===== src/adc_hs_consts.svh =====
`ifndef ADC_HS_CONSTS_SVH
`define ADC_HS_CONSTS_SVH

// Internal clock scaling
`define DIV_RATIO 58

// Conversion phase lengths in internal clock periods
`define AZ_PERIODS 2048
`define INT_PERIODS 2048
`define DEINT_PERIODS 4096
`define PHASE_CNT_W 13

// Register byte offsets
`define REG_CTRL 8'h00
`define REG_STATUS 8'h04
`define REG_DATA 8'h08

// Control register fields
`define CTRL_TRIG 0
`define CTRL_RUN 1
`define CTRL_RESET 32'h0000_0002

// Status register fields
`define STAT_HS 0
`define STAT_CONV 1
`define STAT_MODE 2
`define STAT_READY 3

// Data word layout
`define DATA_W 14
`define DATA_LOW_MSB 7
`define DATA_HIGH_LSB 8

// Control pins idle level (load, upper, lower all high)
`define CTL_IDLE 3'h7

`endif


===== src/adc_hs_pkg.sv =====
package adc_hs_pkg;

    // Chip-enable/load and the two byte enables
    typedef struct packed {
        logic load;
        logic upper;
        logic lower;
    } ctl_pins_s;

    // Internal clock level and its edges as one-cycle ticks
    typedef struct packed {
        logic level;
        logic rise;
        logic fall;
    } iclk_s;

    typedef enum {
        HS_IDLE,
        HS_WAIT_HI,
        HS_ARM_HI,
        HS_LOAD_HI,
        HS_HOLD_HI,
        HS_GAP_HI,
        HS_LOAD_LO,
        HS_HOLD_LO,
        HS_GAP_LO
    } hs_state_e;

    typedef enum {
        PH_AZ,
        PH_INT,
        PH_DE
    } conv_phase_e;

endpackage


===== src/clock_scaler.sv =====
`timescale 1ns/10ps
`include "adc_hs_consts.svh"

module clock_scaler
    import adc_hs_pkg::*;
#(
    parameter int DIV_RATIO = `DIV_RATIO
) (
    // Clock and reset
    input wire logic clk,
    input wire logic reset,
    // Oscillator pins
    input wire logic osc_pin,
    input wire logic select_pin,
    // Internal clock
    output iclk_s iclk
);

    localparam int CW = $clog2(DIV_RATIO);
    localparam logic [CW-1:0] HALF_LAST = CW'(DIV_RATIO / 2 - 1);

    if (DIV_RATIO < 2 || DIV_RATIO % 2 != 0) begin : g_bad_ratio
        $error("DIV_RATIO must be even and at least 2");
    end

    logic [1:0] meta;
    logic [1:0] sync;
    logic osc_prev;
    logic [CW-1:0] cnt;
    logic div_lvl;
    logic osc_s;
    logic sel_s;
    logic osc_rise;
    logic next_level;

    assign osc_s = sync[0];
    assign sel_s = sync[1];
    assign osc_rise = osc_s & ~osc_prev;
    // Select high: pass through; low: divided level
    assign next_level = sel_s ? osc_s : div_lvl; // [RQ16] [RQ17]

    always_ff @(posedge clk or posedge reset) begin
        if (reset) begin
            meta <= '0;
            sync <= '0;
            osc_prev <= '0;
        end else begin
            meta <= {select_pin, osc_pin}; // [RQ20]
            sync <= meta;
            osc_prev <= osc_s;
        end
    end

    always_ff @(posedge clk or posedge reset) begin
        if (reset) begin
            cnt <= '0;
            div_lvl <= '0;
        end else if (osc_rise) begin
            if (cnt == HALF_LAST) begin
                cnt <= '0;
                div_lvl <= ~div_lvl; // [RQ17]
            end else begin
                cnt <= cnt + CW'(1);
            end
        end
    end

    always_ff @(posedge clk or posedge reset) begin
        if (reset) begin
            iclk <= '0;
        end else begin
            iclk.level <= next_level;
            iclk.rise <= next_level & ~iclk.level;
            iclk.fall <= ~next_level & iclk.level;
        end
    end
endmodule


===== src/adc_handshake_output_sequencer.sv =====
// Functional notes
// RQ1 - Mode held high: enter handshake after each fresh latch update.
// RQ2 - Rising edge of a mode pulse enters handshake immediately.
// RQ3 - Trigger during latching waits until latched data is stable.
// RQ4 - In handshake: mode ignored, latch updates suppressed, results lost.
// RQ5 - Handshake or mode high: control pins driven as outputs.
// RQ6 - Ready sampled on internal falling edges, including the entry edge.
// RQ7 - Rise after ready: load and upper enable low, high byte driven.
// RQ8 - Load low one period; byte data driven one and half periods.
// RQ9 - Then low byte with lower enable; leave after both bytes.
// RQ10 - Ready low after load stalls with enable low, data driven.
// RQ11 - Ready high: high data off, half later low byte starts.
// RQ12 - After low byte: data off, half later pins return high.
// RQ13 - Ready low at entry: wait, first byte paced like second.
// RQ14 - Conversions, status and run/hold keep working during handshake.
// RQ15 - Receiver drives ready high only when it can take a byte.
// RQ16 - Select high: internal clock equals oscillator, no division.
// RQ17 - Select low: internal clock is oscillator divided by 58.
// RQ18 - Signal integration lasts 2048 internal clock periods.
// RQ19 - Pulse-triggered and mode low after: pins become inputs again.
// RQ20 - Ready and mode inputs synchronised before use.
`timescale 1ns/10ps
`include "adc_hs_consts.svh"

module adc_handshake_output_sequencer
    import adc_hs_pkg::*;
#(
    parameter int AZ_PERIODS = `AZ_PERIODS,
    parameter int INT_PERIODS = `INT_PERIODS,
    parameter int DEINT_PERIODS = `DEINT_PERIODS,
    parameter int DIV_RATIO = `DIV_RATIO
) (
    // Clock and reset
    input wire logic CLK,
    input wire logic RESET,
    // Wishbone slave
    input wire logic WB_CYC_I,
    input wire logic WB_STB_I,
    input wire logic WB_WE_I,
    input wire logic [7:0] WB_ADR_I,
    input wire logic [3:0] WB_SEL_I,
    input wire logic [31:0] WB_DAT_I,
    output logic [31:0] WB_DAT_O,
    output logic WB_ACK_O,
    // Oscillator
    input wire logic OSC_IN,
    input wire logic OSC_SELECT,
    // Converter
    input wire logic RUN_HOLD,
    input wire logic [`DATA_W-1:0] CONV_RESULT,
    output logic STATUS,
    // Handshake control
    input wire logic MODE,
    input wire logic TX_BUFFER_EMPTY,
    input wire ctl_pins_s CTL_IN,
    output ctl_pins_s CTL_OUT,
    output ctl_pins_s CTL_OE,
    // Data pins
    output logic [`DATA_W-1:0] DATA_OUT,
    output logic [1:0] DATA_OE
);

    localparam int CW = `PHASE_CNT_W;
    localparam logic [CW-1:0] AZ_LAST = CW'(AZ_PERIODS - 1);
    localparam logic [CW-1:0] INT_LAST = CW'(INT_PERIODS - 1);
    localparam logic [CW-1:0] DE_LAST = CW'(DEINT_PERIODS - 1);
    localparam logic [31:0] CTRL_INIT = `CTRL_RESET;

    if (AZ_PERIODS < 1 || AZ_PERIODS > 2**CW || INT_PERIODS < 1 ||
        INT_PERIODS > 2**CW || DEINT_PERIODS < 1 ||
        DEINT_PERIODS > 2**CW) begin : g_bad_len
        $error("phase lengths must lie in 1 to 8192");
    end

    ////////////////////////////////////////////////////////////////////
    // Input synchronisers

    logic [5:0] meta;
    logic [5:0] sync;
    logic mode_s;
    logic ready_s;
    logic run_s;
    logic ce_s;
    logic ube_s;
    logic lbe_s;
    logic mode_prev;
    logic mode_rise;

    assign {mode_s, ready_s, run_s, ce_s, ube_s, lbe_s} = sync;
    assign mode_rise = mode_s & ~mode_prev;

    always_ff @(posedge CLK or posedge RESET) begin
        if (RESET) begin
            // Pins at their pull levels, no false enable after reset
            meta <= 6'h0f;
            sync <= 6'h0f;
            mode_prev <= '0;
        end else begin
            meta <= {MODE, TX_BUFFER_EMPTY, RUN_HOLD, CTL_IN}; // [RQ20]
            sync <= meta;
            mode_prev <= mode_s;
        end
    end

    ////////////////////////////////////////////////////////////////////
    // Internal clock

    iclk_s iclk;

    clock_scaler #(
        .DIV_RATIO(DIV_RATIO)
    ) u_scaler (
        .clk(CLK),
        .reset(RESET),
        .osc_pin(OSC_IN),
        .select_pin(OSC_SELECT),
        .iclk(iclk)
    );

    ////////////////////////////////////////////////////////////////////
    // Register bus

    logic ctrl_run;
    logic sw_trig;
    logic bus_req;
    logic [31:0] rd_data;
    hs_state_e hs;
    hs_state_e next_hs;
    conv_phase_e phase;
    logic [CW-1:0] cnt;
    logic [`DATA_W-1:0] data_latch;
    logic fresh;

    assign bus_req = WB_CYC_I & WB_STB_I & ~WB_ACK_O;

    always_ff @(posedge CLK or posedge RESET) begin
        if (RESET) begin
            WB_ACK_O <= '0;
        end else begin
            WB_ACK_O <= bus_req;
        end
    end

    always_ff @(posedge CLK or posedge RESET) begin
        if (RESET) begin
            ctrl_run <= CTRL_INIT[`CTRL_RUN];
            sw_trig <= '0;
        end else begin
            sw_trig <= '0;
            if (bus_req && WB_WE_I && WB_SEL_I[0] &&
                WB_ADR_I == `REG_CTRL) begin
                ctrl_run <= WB_DAT_I[`CTRL_RUN];
                sw_trig <= WB_DAT_I[`CTRL_TRIG];
            end
        end
    end

    always_comb begin
        rd_data = '0;
        case (WB_ADR_I)
            `REG_CTRL: rd_data[`CTRL_RUN] = ctrl_run;
            `REG_STATUS: begin
                rd_data[`STAT_HS] = (hs != HS_IDLE);
                rd_data[`STAT_CONV] = STATUS;
                rd_data[`STAT_MODE] = mode_s;
                rd_data[`STAT_READY] = ready_s;
            end
            `REG_DATA: rd_data[`DATA_W-1:0] = data_latch;
            default: rd_data = '0;
        endcase
    end

    always_ff @(posedge CLK or posedge RESET) begin
        if (RESET) begin
            WB_DAT_O <= '0;
        end else if (bus_req && !WB_WE_I) begin
            WB_DAT_O <= rd_data;
        end
    end

    ////////////////////////////////////////////////////////////////////
    // Conversion sequencer

    logic run_ok;
    logic int_start;
    logic conv_end;

    assign run_ok = run_s & ctrl_run;
    assign int_start = iclk.rise && phase == PH_AZ && cnt == AZ_LAST &&
        run_ok;

    // Runs whatever the handshake does
    always_ff @(posedge CLK or posedge RESET) begin // [RQ14]
        if (RESET) begin
            phase <= PH_AZ;
            cnt <= '0;
            data_latch <= '0;
            fresh <= '0;
            conv_end <= '0;
        end else if (iclk.rise) begin
            case (phase)
                PH_AZ: begin
                    if (cnt != AZ_LAST) begin
                        cnt <= cnt + CW'(1);
                    end else if (run_ok) begin
                        phase <= PH_INT;
                        cnt <= '0;
                    end
                end
                PH_INT: begin
                    if (cnt == INT_LAST) begin // [RQ18]
                        phase <= PH_DE;
                        cnt <= '0;
                    end else begin
                        cnt <= cnt + CW'(1);
                    end
                end
                PH_DE: begin
                    if (cnt == DE_LAST) begin
                        phase <= PH_AZ;
                        cnt <= '0;
                        conv_end <= '1;
                        if (hs == HS_IDLE) begin // [RQ4]
                            data_latch <= CONV_RESULT;
                            fresh <= '1;
                        end
                    end else begin
                        cnt <= cnt + CW'(1);
                    end
                end
                default: phase <= PH_AZ;
            endcase
        end else if (iclk.fall) begin
            fresh <= '0;
            conv_end <= '0;
        end
    end

    // High from integrate start to half a period after deintegrate
    always_ff @(posedge CLK or posedge RESET) begin // [RQ14]
        if (RESET) begin
            STATUS <= '0;
        end else if (int_start) begin
            STATUS <= '1;
        end else if (iclk.fall && conv_end) begin
            STATUS <= '0;
        end
    end

    ////////////////////////////////////////////////////////////////////
    // Handshake sequencer

    logic edge_pend;
    logic trig;

    assign trig = (mode_s & fresh) | edge_pend; // [RQ1] [RQ2]

    // Edges seen during handshake are dropped
    always_ff @(posedge CLK or posedge RESET) begin
        if (RESET) begin
            edge_pend <= '0;
        end else if (hs != HS_IDLE || (iclk.fall && trig)) begin
            edge_pend <= '0; // [RQ4]
        end else if (mode_rise || sw_trig) begin
            edge_pend <= '1; // [RQ2]
        end
    end

    // Entry only on a falling tick, after any latch rise has settled
    always_comb begin // [RQ3]
        next_hs = hs;
        if (iclk.fall) begin
            case (hs) // [RQ6] [RQ15]
                HS_IDLE: begin
                    if (trig) begin
                        next_hs = ready_s ? HS_ARM_HI : HS_WAIT_HI;
                    end
                end
                HS_WAIT_HI: if (ready_s) next_hs = HS_ARM_HI; // [RQ13]
                HS_HOLD_HI: if (ready_s) next_hs = HS_GAP_HI; // [RQ10]
                HS_HOLD_LO: if (ready_s) next_hs = HS_GAP_LO; // [RQ10]
                default: next_hs = hs;
            endcase
        end else if (iclk.rise) begin
            case (hs)
                HS_ARM_HI: next_hs = HS_LOAD_HI; // [RQ7]
                HS_LOAD_HI: next_hs = HS_HOLD_HI; // [RQ8]
                HS_GAP_HI: next_hs = HS_LOAD_LO; // [RQ9] [RQ11]
                HS_LOAD_LO: next_hs = HS_HOLD_LO; // [RQ8]
                HS_GAP_LO: next_hs = HS_IDLE; // [RQ12]
                default: next_hs = hs;
            endcase
        end
    end

    always_ff @(posedge CLK or posedge RESET) begin
        if (RESET) begin
            hs <= HS_IDLE;
        end else begin
            hs <= next_hs;
        end
    end

    ////////////////////////////////////////////////////////////////////
    // Pin drivers

    logic drive;
    logic hi_on;
    logic lo_on;

    assign drive = (next_hs != HS_IDLE) | mode_s; // [RQ5] [RQ19]
    assign hi_on = next_hs == HS_LOAD_HI || next_hs == HS_HOLD_HI;
    assign lo_on = next_hs == HS_LOAD_LO || next_hs == HS_HOLD_LO;

    always_ff @(posedge CLK or posedge RESET) begin
        if (RESET) begin
            CTL_OUT <= `CTL_IDLE;
            CTL_OE <= '0;
        end else begin
            CTL_OE <= {3{drive}}; // [RQ5]
            CTL_OUT.load <= !(next_hs == HS_LOAD_HI ||
                next_hs == HS_LOAD_LO); // [RQ8]
            CTL_OUT.upper <= !(hi_on || next_hs == HS_GAP_HI); // [RQ7]
            CTL_OUT.lower <= !(lo_on || next_hs == HS_GAP_LO); // [RQ9]
        end
    end

    // Direct access when the pins act as inputs
    always_ff @(posedge CLK or posedge RESET) begin
        if (RESET) begin
            DATA_OE <= '0;
            DATA_OUT <= '0;
        end else begin
            DATA_OUT <= data_latch;
            if (drive) begin
                DATA_OE <= {hi_on, lo_on}; // [RQ11] [RQ12]
            end else begin
                DATA_OE <= {~ce_s & ~ube_s, ~ce_s & ~lbe_s};
            end
        end
    end
endmodule


===== config.mk =====
export PLATFORM = sky130hd
export DESIGN_NAME = adc_handshake_output_sequencer
export DESIGN_NICKNAME = d
export VERILOG_FILES = /design/src/adc_hs_pkg.sv /design/src/clock_scaler.sv /design/src/adc_handshake_output_sequencer.sv
export VERILOG_INCLUDE_DIRS = /design/src
export SDC_FILE = /design/constraint.sdc
export NUM_CORES = 1
export LEC_CHECK = 0
export BUFFER_PORTS_ARGS = -buffer_cell sky130_fd_sc_hd__clkbuf_2
export CORE_MARGIN = 1.5
export CORE_UTILIZATION = 53
export DETAILED_ROUTE_END_ITERATION = 12
export PLACE_DENSITY = 0.76
export SETUP_SLACK_MARGIN = 0.4
export SYNTH_ARGS = -nofsm -noshare
export SYNTH_HDL_FRONTEND = slang
export SYNTH_SLANG_ARGS = --single-unit
export TNS_END_PERCENT = 20

===== constraint.sdc =====
create_clock -name CLK -period 5.55 [get_ports CLK]
set_clock_uncertainty 0.1 [all_clocks]
set_input_delay 0.555 -clock CLK [delete_from_list [all_inputs] [get_ports CLK]]
set_output_delay 0.555 -clock CLK [all_outputs]
set_load 0.1 [all_outputs]

# Yosys cells after proc, flatten, opt, wreduce, memory -nomap -nowiden
# Index checks and enable logic that the tools add are counted.
totals:
  latchBits: 0
  output_inout_bits: 56
  romBits: 0
  mem_bits_rw: 0
  regBits: 160
  wordCells: 158
  input_bits: 71
  mem_count: 0
op_classes:
  n_bitwise: 21
  multipliers: 0
  shifts: 0
  n_eq_ne: 30
  div_mod_pow: 0
  order_cmp: 0
  reduce_logical: 37
  n_addsub: 2
  mux: 39
op_table:
  columns: ["op", "count"]
  rows:
  - ["$mux W32", 10]
  - ["$eq A32 B3 Y1 const B", 5]
  - ["$eq A32 B4 Y1 const B", 5]
  - ["$pmux W32 S5", 1]
  - ["$logic_not A32 Y1", 4]
  - ["$pmux W32 S4", 1]
  - ["$eq A32 B2 Y1 const B", 3]
  - ["$pmux W32 S3", 1]
  - ["$eq A32 B1 Y1 const B", 2]
  - ["$reduce_bool A32 Y1", 2]
  - ["$mux W13", 4]
  - ["$pmux W13 S3", 1]
  - ["$eq A32 B5 Y1 const B", 1]
  - ["$mux W1", 14]
  - ["$ne A2 B2 Y1 const B", 7]
  - ["$add A13 B1 Y13 const B", 1]
  - ["$eq A13 B11 Y1 const B", 1]
  - ["$eq A13 B12 Y1 const B", 1]
  - ["$ne A13 B11 Y1 const B", 1]
  - ["$and A1 B1 Y1", 10]
  - ["$mux W10", 1]
  - ["$logic_and A1 B1 Y1", 9]
  - ["$not A1 Y1", 9]
  - ["$eq A8 B3 Y1 const B", 1]
  - ["other kinds (19)", 34]

# Longest topological paths before layout
depth:
  depth_word: 9
  ltp_mapped: 9
  ltp_nobuf: 8

# By module
# From an unflattened synthesis, not the netlist that was laid out.
hier_totals:
  cells_unflattened: 464
  hier_area_um2: 5372.7
by_module_without_submodules:
  columns: ["mod", "area_per_inst_um2", "n_inst", "cells_each", "seq_area_each_um2"]
  rows:
  - ["adc_handshake_output_sequencer", 4738.3, 1, 412, 2892.8]
  - ["clock_scaler", 634.4, 1, 52, 375.4]

# Worst setup path after synthesis
# No wires, ideal clock.
synth_path:
  path_type: "flip-flop to flip-flop"
  from: "register hs[18]"
  to: "register data_latch[0]"
  t_arrival_ns: 2.253
  period_less_slack_ns: 2.478
  n_path_buf: 2
  setup_time_ns: 0.125
  t_required_ns: 5.325
  slack_ns: 3.072
  path_stages_with_launch: 10
  cell_sequence: "dfrtp_1 or4_4 nor3_2 and3_1 buf_6 nand2_4 nor4_4 nand3_4 buf_6 mux2_4"
synth_between:
  elab_chain_len: 2
synth_lines:
  columns: ["item", "line_no", "rtl"]
  rows:
  - ["from (decl)", "adc_handshake_output_sequencer.sv:127", "hs_state_e hs;"]
  - ["from (signal assigned)", "adc_handshake_output_sequencer.sv:300", "hs <= next_hs;"]
  - ["$logic_not A32 Y1", "adc_handshake_output_sequencer.sv:223", "if (hs == HS_IDLE) begin"]
  - ["$reduce_and A4 Y1 (no line)", null, null]
  - ["to (signal assigned)", "adc_handshake_output_sequencer.sv:197", "data_latch <= '0;"]
  - ["to (signal assigned)", "adc_handshake_output_sequencer.sv:224", "data_latch <= CONV_RESULT;"]
  - ["to (decl)", "adc_handshake_output_sequencer.sv:131", "logic [`DATA_W-1:0] data_latch;"]
# No other way between the ends.
# A chain may end at the register's enable or synchronous reset.

# Worst setup path in the final report
layout_path:
  from: "register cnt[0]"
  to: "register cnt[9]"
layout_between:
  elab_chain_len: 3
  word_cells_on_any_way: 10
  cone_classes: "1 x add/sub; 4 x eq/ne; 4 x mux; 1 x reduce/logical"
layout_lines:
  columns: ["item", "line_no", "rtl"]
  rows:
  - ["from (decl)", "adc_handshake_output_sequencer.sv:130", "logic [CW-1:0] cnt;"]
  - ["from (signal assigned)", "adc_handshake_output_sequencer.sv:204", "cnt <= cnt + CW'(1);"]
  - ["from (signal assigned)", "adc_handshake_output_sequencer.sv:215", "cnt <= cnt + CW'(1);"]
  - ["from (signal assigned)", "adc_handshake_output_sequencer.sv:228", "cnt <= cnt + CW'(1);"]
  - ["$add A13 B1 Y13 (tied with other cells)", "adc_handshake_output_sequencer.sv:204, adc_handshake_output_sequencer.sv:215, adc_handshake_output_sequencer.sv:228", null]
  - ["$mux W13 (tied with other cells)", "adc_handshake_output_sequencer.sv:219", "if (cnt == DE_LAST) begin"]
  - ["$pmux W13 S3 / $reduce_and A3 Y1 (equally long branches)", null, null]
# Several ways; a longest one is shown, not always the timed one.

==> metrics.txt <==
pin count of the biggest net entering global routing=80; vias in the first global route=between 3000 and 4000; maximum clock rate=approximately 320 MHz; clock root cell=clkbuf_8; # nets final=587; power density over the cells=roughly 440 nW/µm²; relative slew slack=33.0%; Ant. Diodes=0; Rows=36; CP required=approximately 6 ns; critical path, cell by cell=ha_1 > nand3_1 > nor4_1 > nand3_1 > o311ai_2 > or2_2 > nand2b_1 > o21ai_0; Post-DP HPWL=~6700 µm; post-route cell area=6280 µm²; insertion delay to the later sink of the worst-skew pair=approximately 0.52 ns; R2R Setup Slk=2.38 ns; Avg Cell Area, Syn=~12 µm²; status=finished, final reports clean; Post-synth EDFFs=0; Internal=approximately 1.8 mW; H-tree Lvls=4; Resized Gates After CTS=0; commonest cells in the netlist=118 x dfrtp_1, 39 x clkbuf_1, 27 x nand2_1; slowest stage cell on the critical path=o311ai_2; Syn Inst Count=about 460; # Post-CTS Setup Buffers=0; worst-path fanout max=17; worst slack at placement=between 2 and 2.5 ns; post-route insts no fill=around 660; Pins Over Slew Limit=0; DP Area=between 5000 and 6000 µm²; fin crit share=between 50% and 60%; top-area cell type share of the netlist area=around 55%; Most used DFF post-synth=dfrtp_1; Worst-Margin Slew=about 1 ns; CP Launch Type=register; final setup margin=between 2 and 2.5 ns; Logic pwr share=about a fifth; initial antenna violation count=0; All-Layer GR Usage=about a fifth; Mapped Area=~5400 µm²; endpoints failing setup=0; die area=between 10000 and 15000 µm²; WS Path Type=register to register; asr flop ratio synth=between 90% and 100%; register area share after synthesis=between 60% and 70%; I/O Buffers=75; RSZ-0062 raised after global routing=false; ranking of synthesized cells by area=dfrtp_1 55%, dfstp_2 5.8%, buf_4 2.8%, clkbuf_1 2.7%, mux2_4 2.5%; die width=104 µm; YS warnings=0; CP peak stage delay=between 0.8 and 0.9 ns; Sink Count=130; CTS Buf Count=17; share of layout cells above drive strength 1=between 20 and 30%; total number of vias=~3500; first-pass GRT wire length=approximately 17000 µm; Hold Slack=about 0.026 ns; Netlist cell types=64; Max-Cap Viols=0; Final Power=2.79 mW; Starting Density=a little under three fifths; Final min period=about 3.2 ns; WL per Instance=around 15 µm; endpoints failing hold=0; GP Congestion=around 0.77; Core ar.=between 9000 and 10000 µm²; WHS Path Cells=1; TritonCTS clock tree=done; count leader, synth=dfrtp_1; crit end category=register; min-delay worst type=primary input to register; post-layout util=between 60% and 70%; Most Frequent Cell on Critical Path=nand3_1; fillers=roughly 770; Max VDD drop=around 0.34 mV; switching part of the total=34.9%; drt via density=5.36; total wire length=a little over 10000 µm; P&R area growth vs syn=16.3%; R2R depth=8; Pleak=between 3 and 4 nW; die height=roughly 100 µm; sequential share of power=around two fifths; Worst EP arrival=around 3.5 ns; flops & latches, synth=130; DRC violations left=0; post-route ant nets=0; dpl cells=around 620; IO Pins=127; Yosys top cell by area=dfrtp_1; clk buf depth=2; area occupied by multi-input gates=between 1500 and 2000 µm²; Seq. cell area=between 3000 and 4000 µm²; clock power share=around 38%; initial detailed-routing violation count=approximately 240; GRT overflow=0; CTS clk-pin slew, worst paths=approximately 0.070 ns; Setup TNS=0 ns; switching power=about 1000 µW; Detailed Routing Iterations Pass 1=4
[layer usage]
layer / vias up / share of wire [%] / global-route usage, %
li1: 1659 / - / -
met1: 1733 / 46 / 27.7
met2: 111 / 48 / 30.2
met3: 7 / 5.0 / 5.26
met4: 0 / 0.84 / 6.75
met5: - / 0 / 0
[power groups by stage]
| stage | Clock [mW] | Combinational, mW | Sequential (mW) |
|---|---|---|---|
| floorplan | 0 | 0.378 | 1.27 |
| global placement | 0 | 0.567 | 1.15 |
| detailed placement | 0 | 0.580 | 1.15 |
| CTS | 1.08 | 0.592 | 1.14 |
| global route | 1.12 | 0.635 | 1.15 |
| finish | 1.06 | 0.589 | 1.14 |
[what timing repair did]
action                                  4_1_cts  5_1_grt
hold buffers                                  2        0
endpoints found under the hold margin         2        0
endpoints found under the setup margin        0        0
[final timing paths]
path	from	end
setup / recovery	cnt[0]$_DFFE_PP0P_	cnt[9]$_DFFE_PP0P_
hold / removal	CTL_IN[2]	meta[2]$_DFF_PP1_
setup reg to reg	cnt[0]$_DFFE_PP0P_	cnt[9]$_DFFE_PP0P_
hold reg to reg	meta[5]$_DFF_PP0_	sync[5]$_DFF_PP0_
max in group asynchronous	RESET	u_scaler.div_lvl$_DFFE_PP0P_
min in group asynchronous	RESET	data_latch[7]$_DFFE_PP0P_
[registers in the layout, summed over array words and instances (netlist names), 2 cells and up]
signal	cells
data_latch	14
hs	32
sync	6
WB_DAT_O	14
phase	2
meta	6
cnt	13
DATA_OUT	14
u_scaler.sync	2
u_scaler.cnt	6
u_scaler.meta	2
CTL_OUT	3
DATA_OE	2
u_scaler.iclk	3
[cells in the final DEF, fill, tap and decap left out, types with 6 or more instances in the layout]
cell,instances
dfstp_2,12
nor2b_1,9
a21oi_1,7
dfrtp_1,118
nand4_1,6
nand3_1,13
nand2_1,27
or4_1,7
mux2_4,9
inv_6,6
conb_1,18
ha_1,7
inv_1,17
nor2_1,26
a22o_1,12
o21ai_0,25
nand2b_1,8
clkbuf_16,16
clkbuf_2,75
mux2_2,8
[cell type report]
class | count | share of cell area, %
inverter | 18 | 1.12
sequential | 130 | 52.0
multi-input combinational | 264 | 28.7
timing repair buffer | 78 | 6.41
clock inverter | 14 | 2.27
tap | 133 | 2.65
clock buffer | 18 | 6.81
[critical path: cells and delay by family (launching register included)]
family	cells	cell delay, ns
AO/OA/AOI/OAI	2	0.93
adder cells (fa/ha/maj)	1	0.21
flip-flops	1	0.41
AND/OR/NAND/NOR	5	1.39
[cell families after synthesis]
group,synth area share [%]
simple gates,13.4
other cells,0.0694
xor+xnor,0.972
compound gates,11.0
buf+inv,7.32
fa+ha+maj,1.62
flops,60.5
mux,5.09
Note: power is estimated with default switching activity, not from simulation.
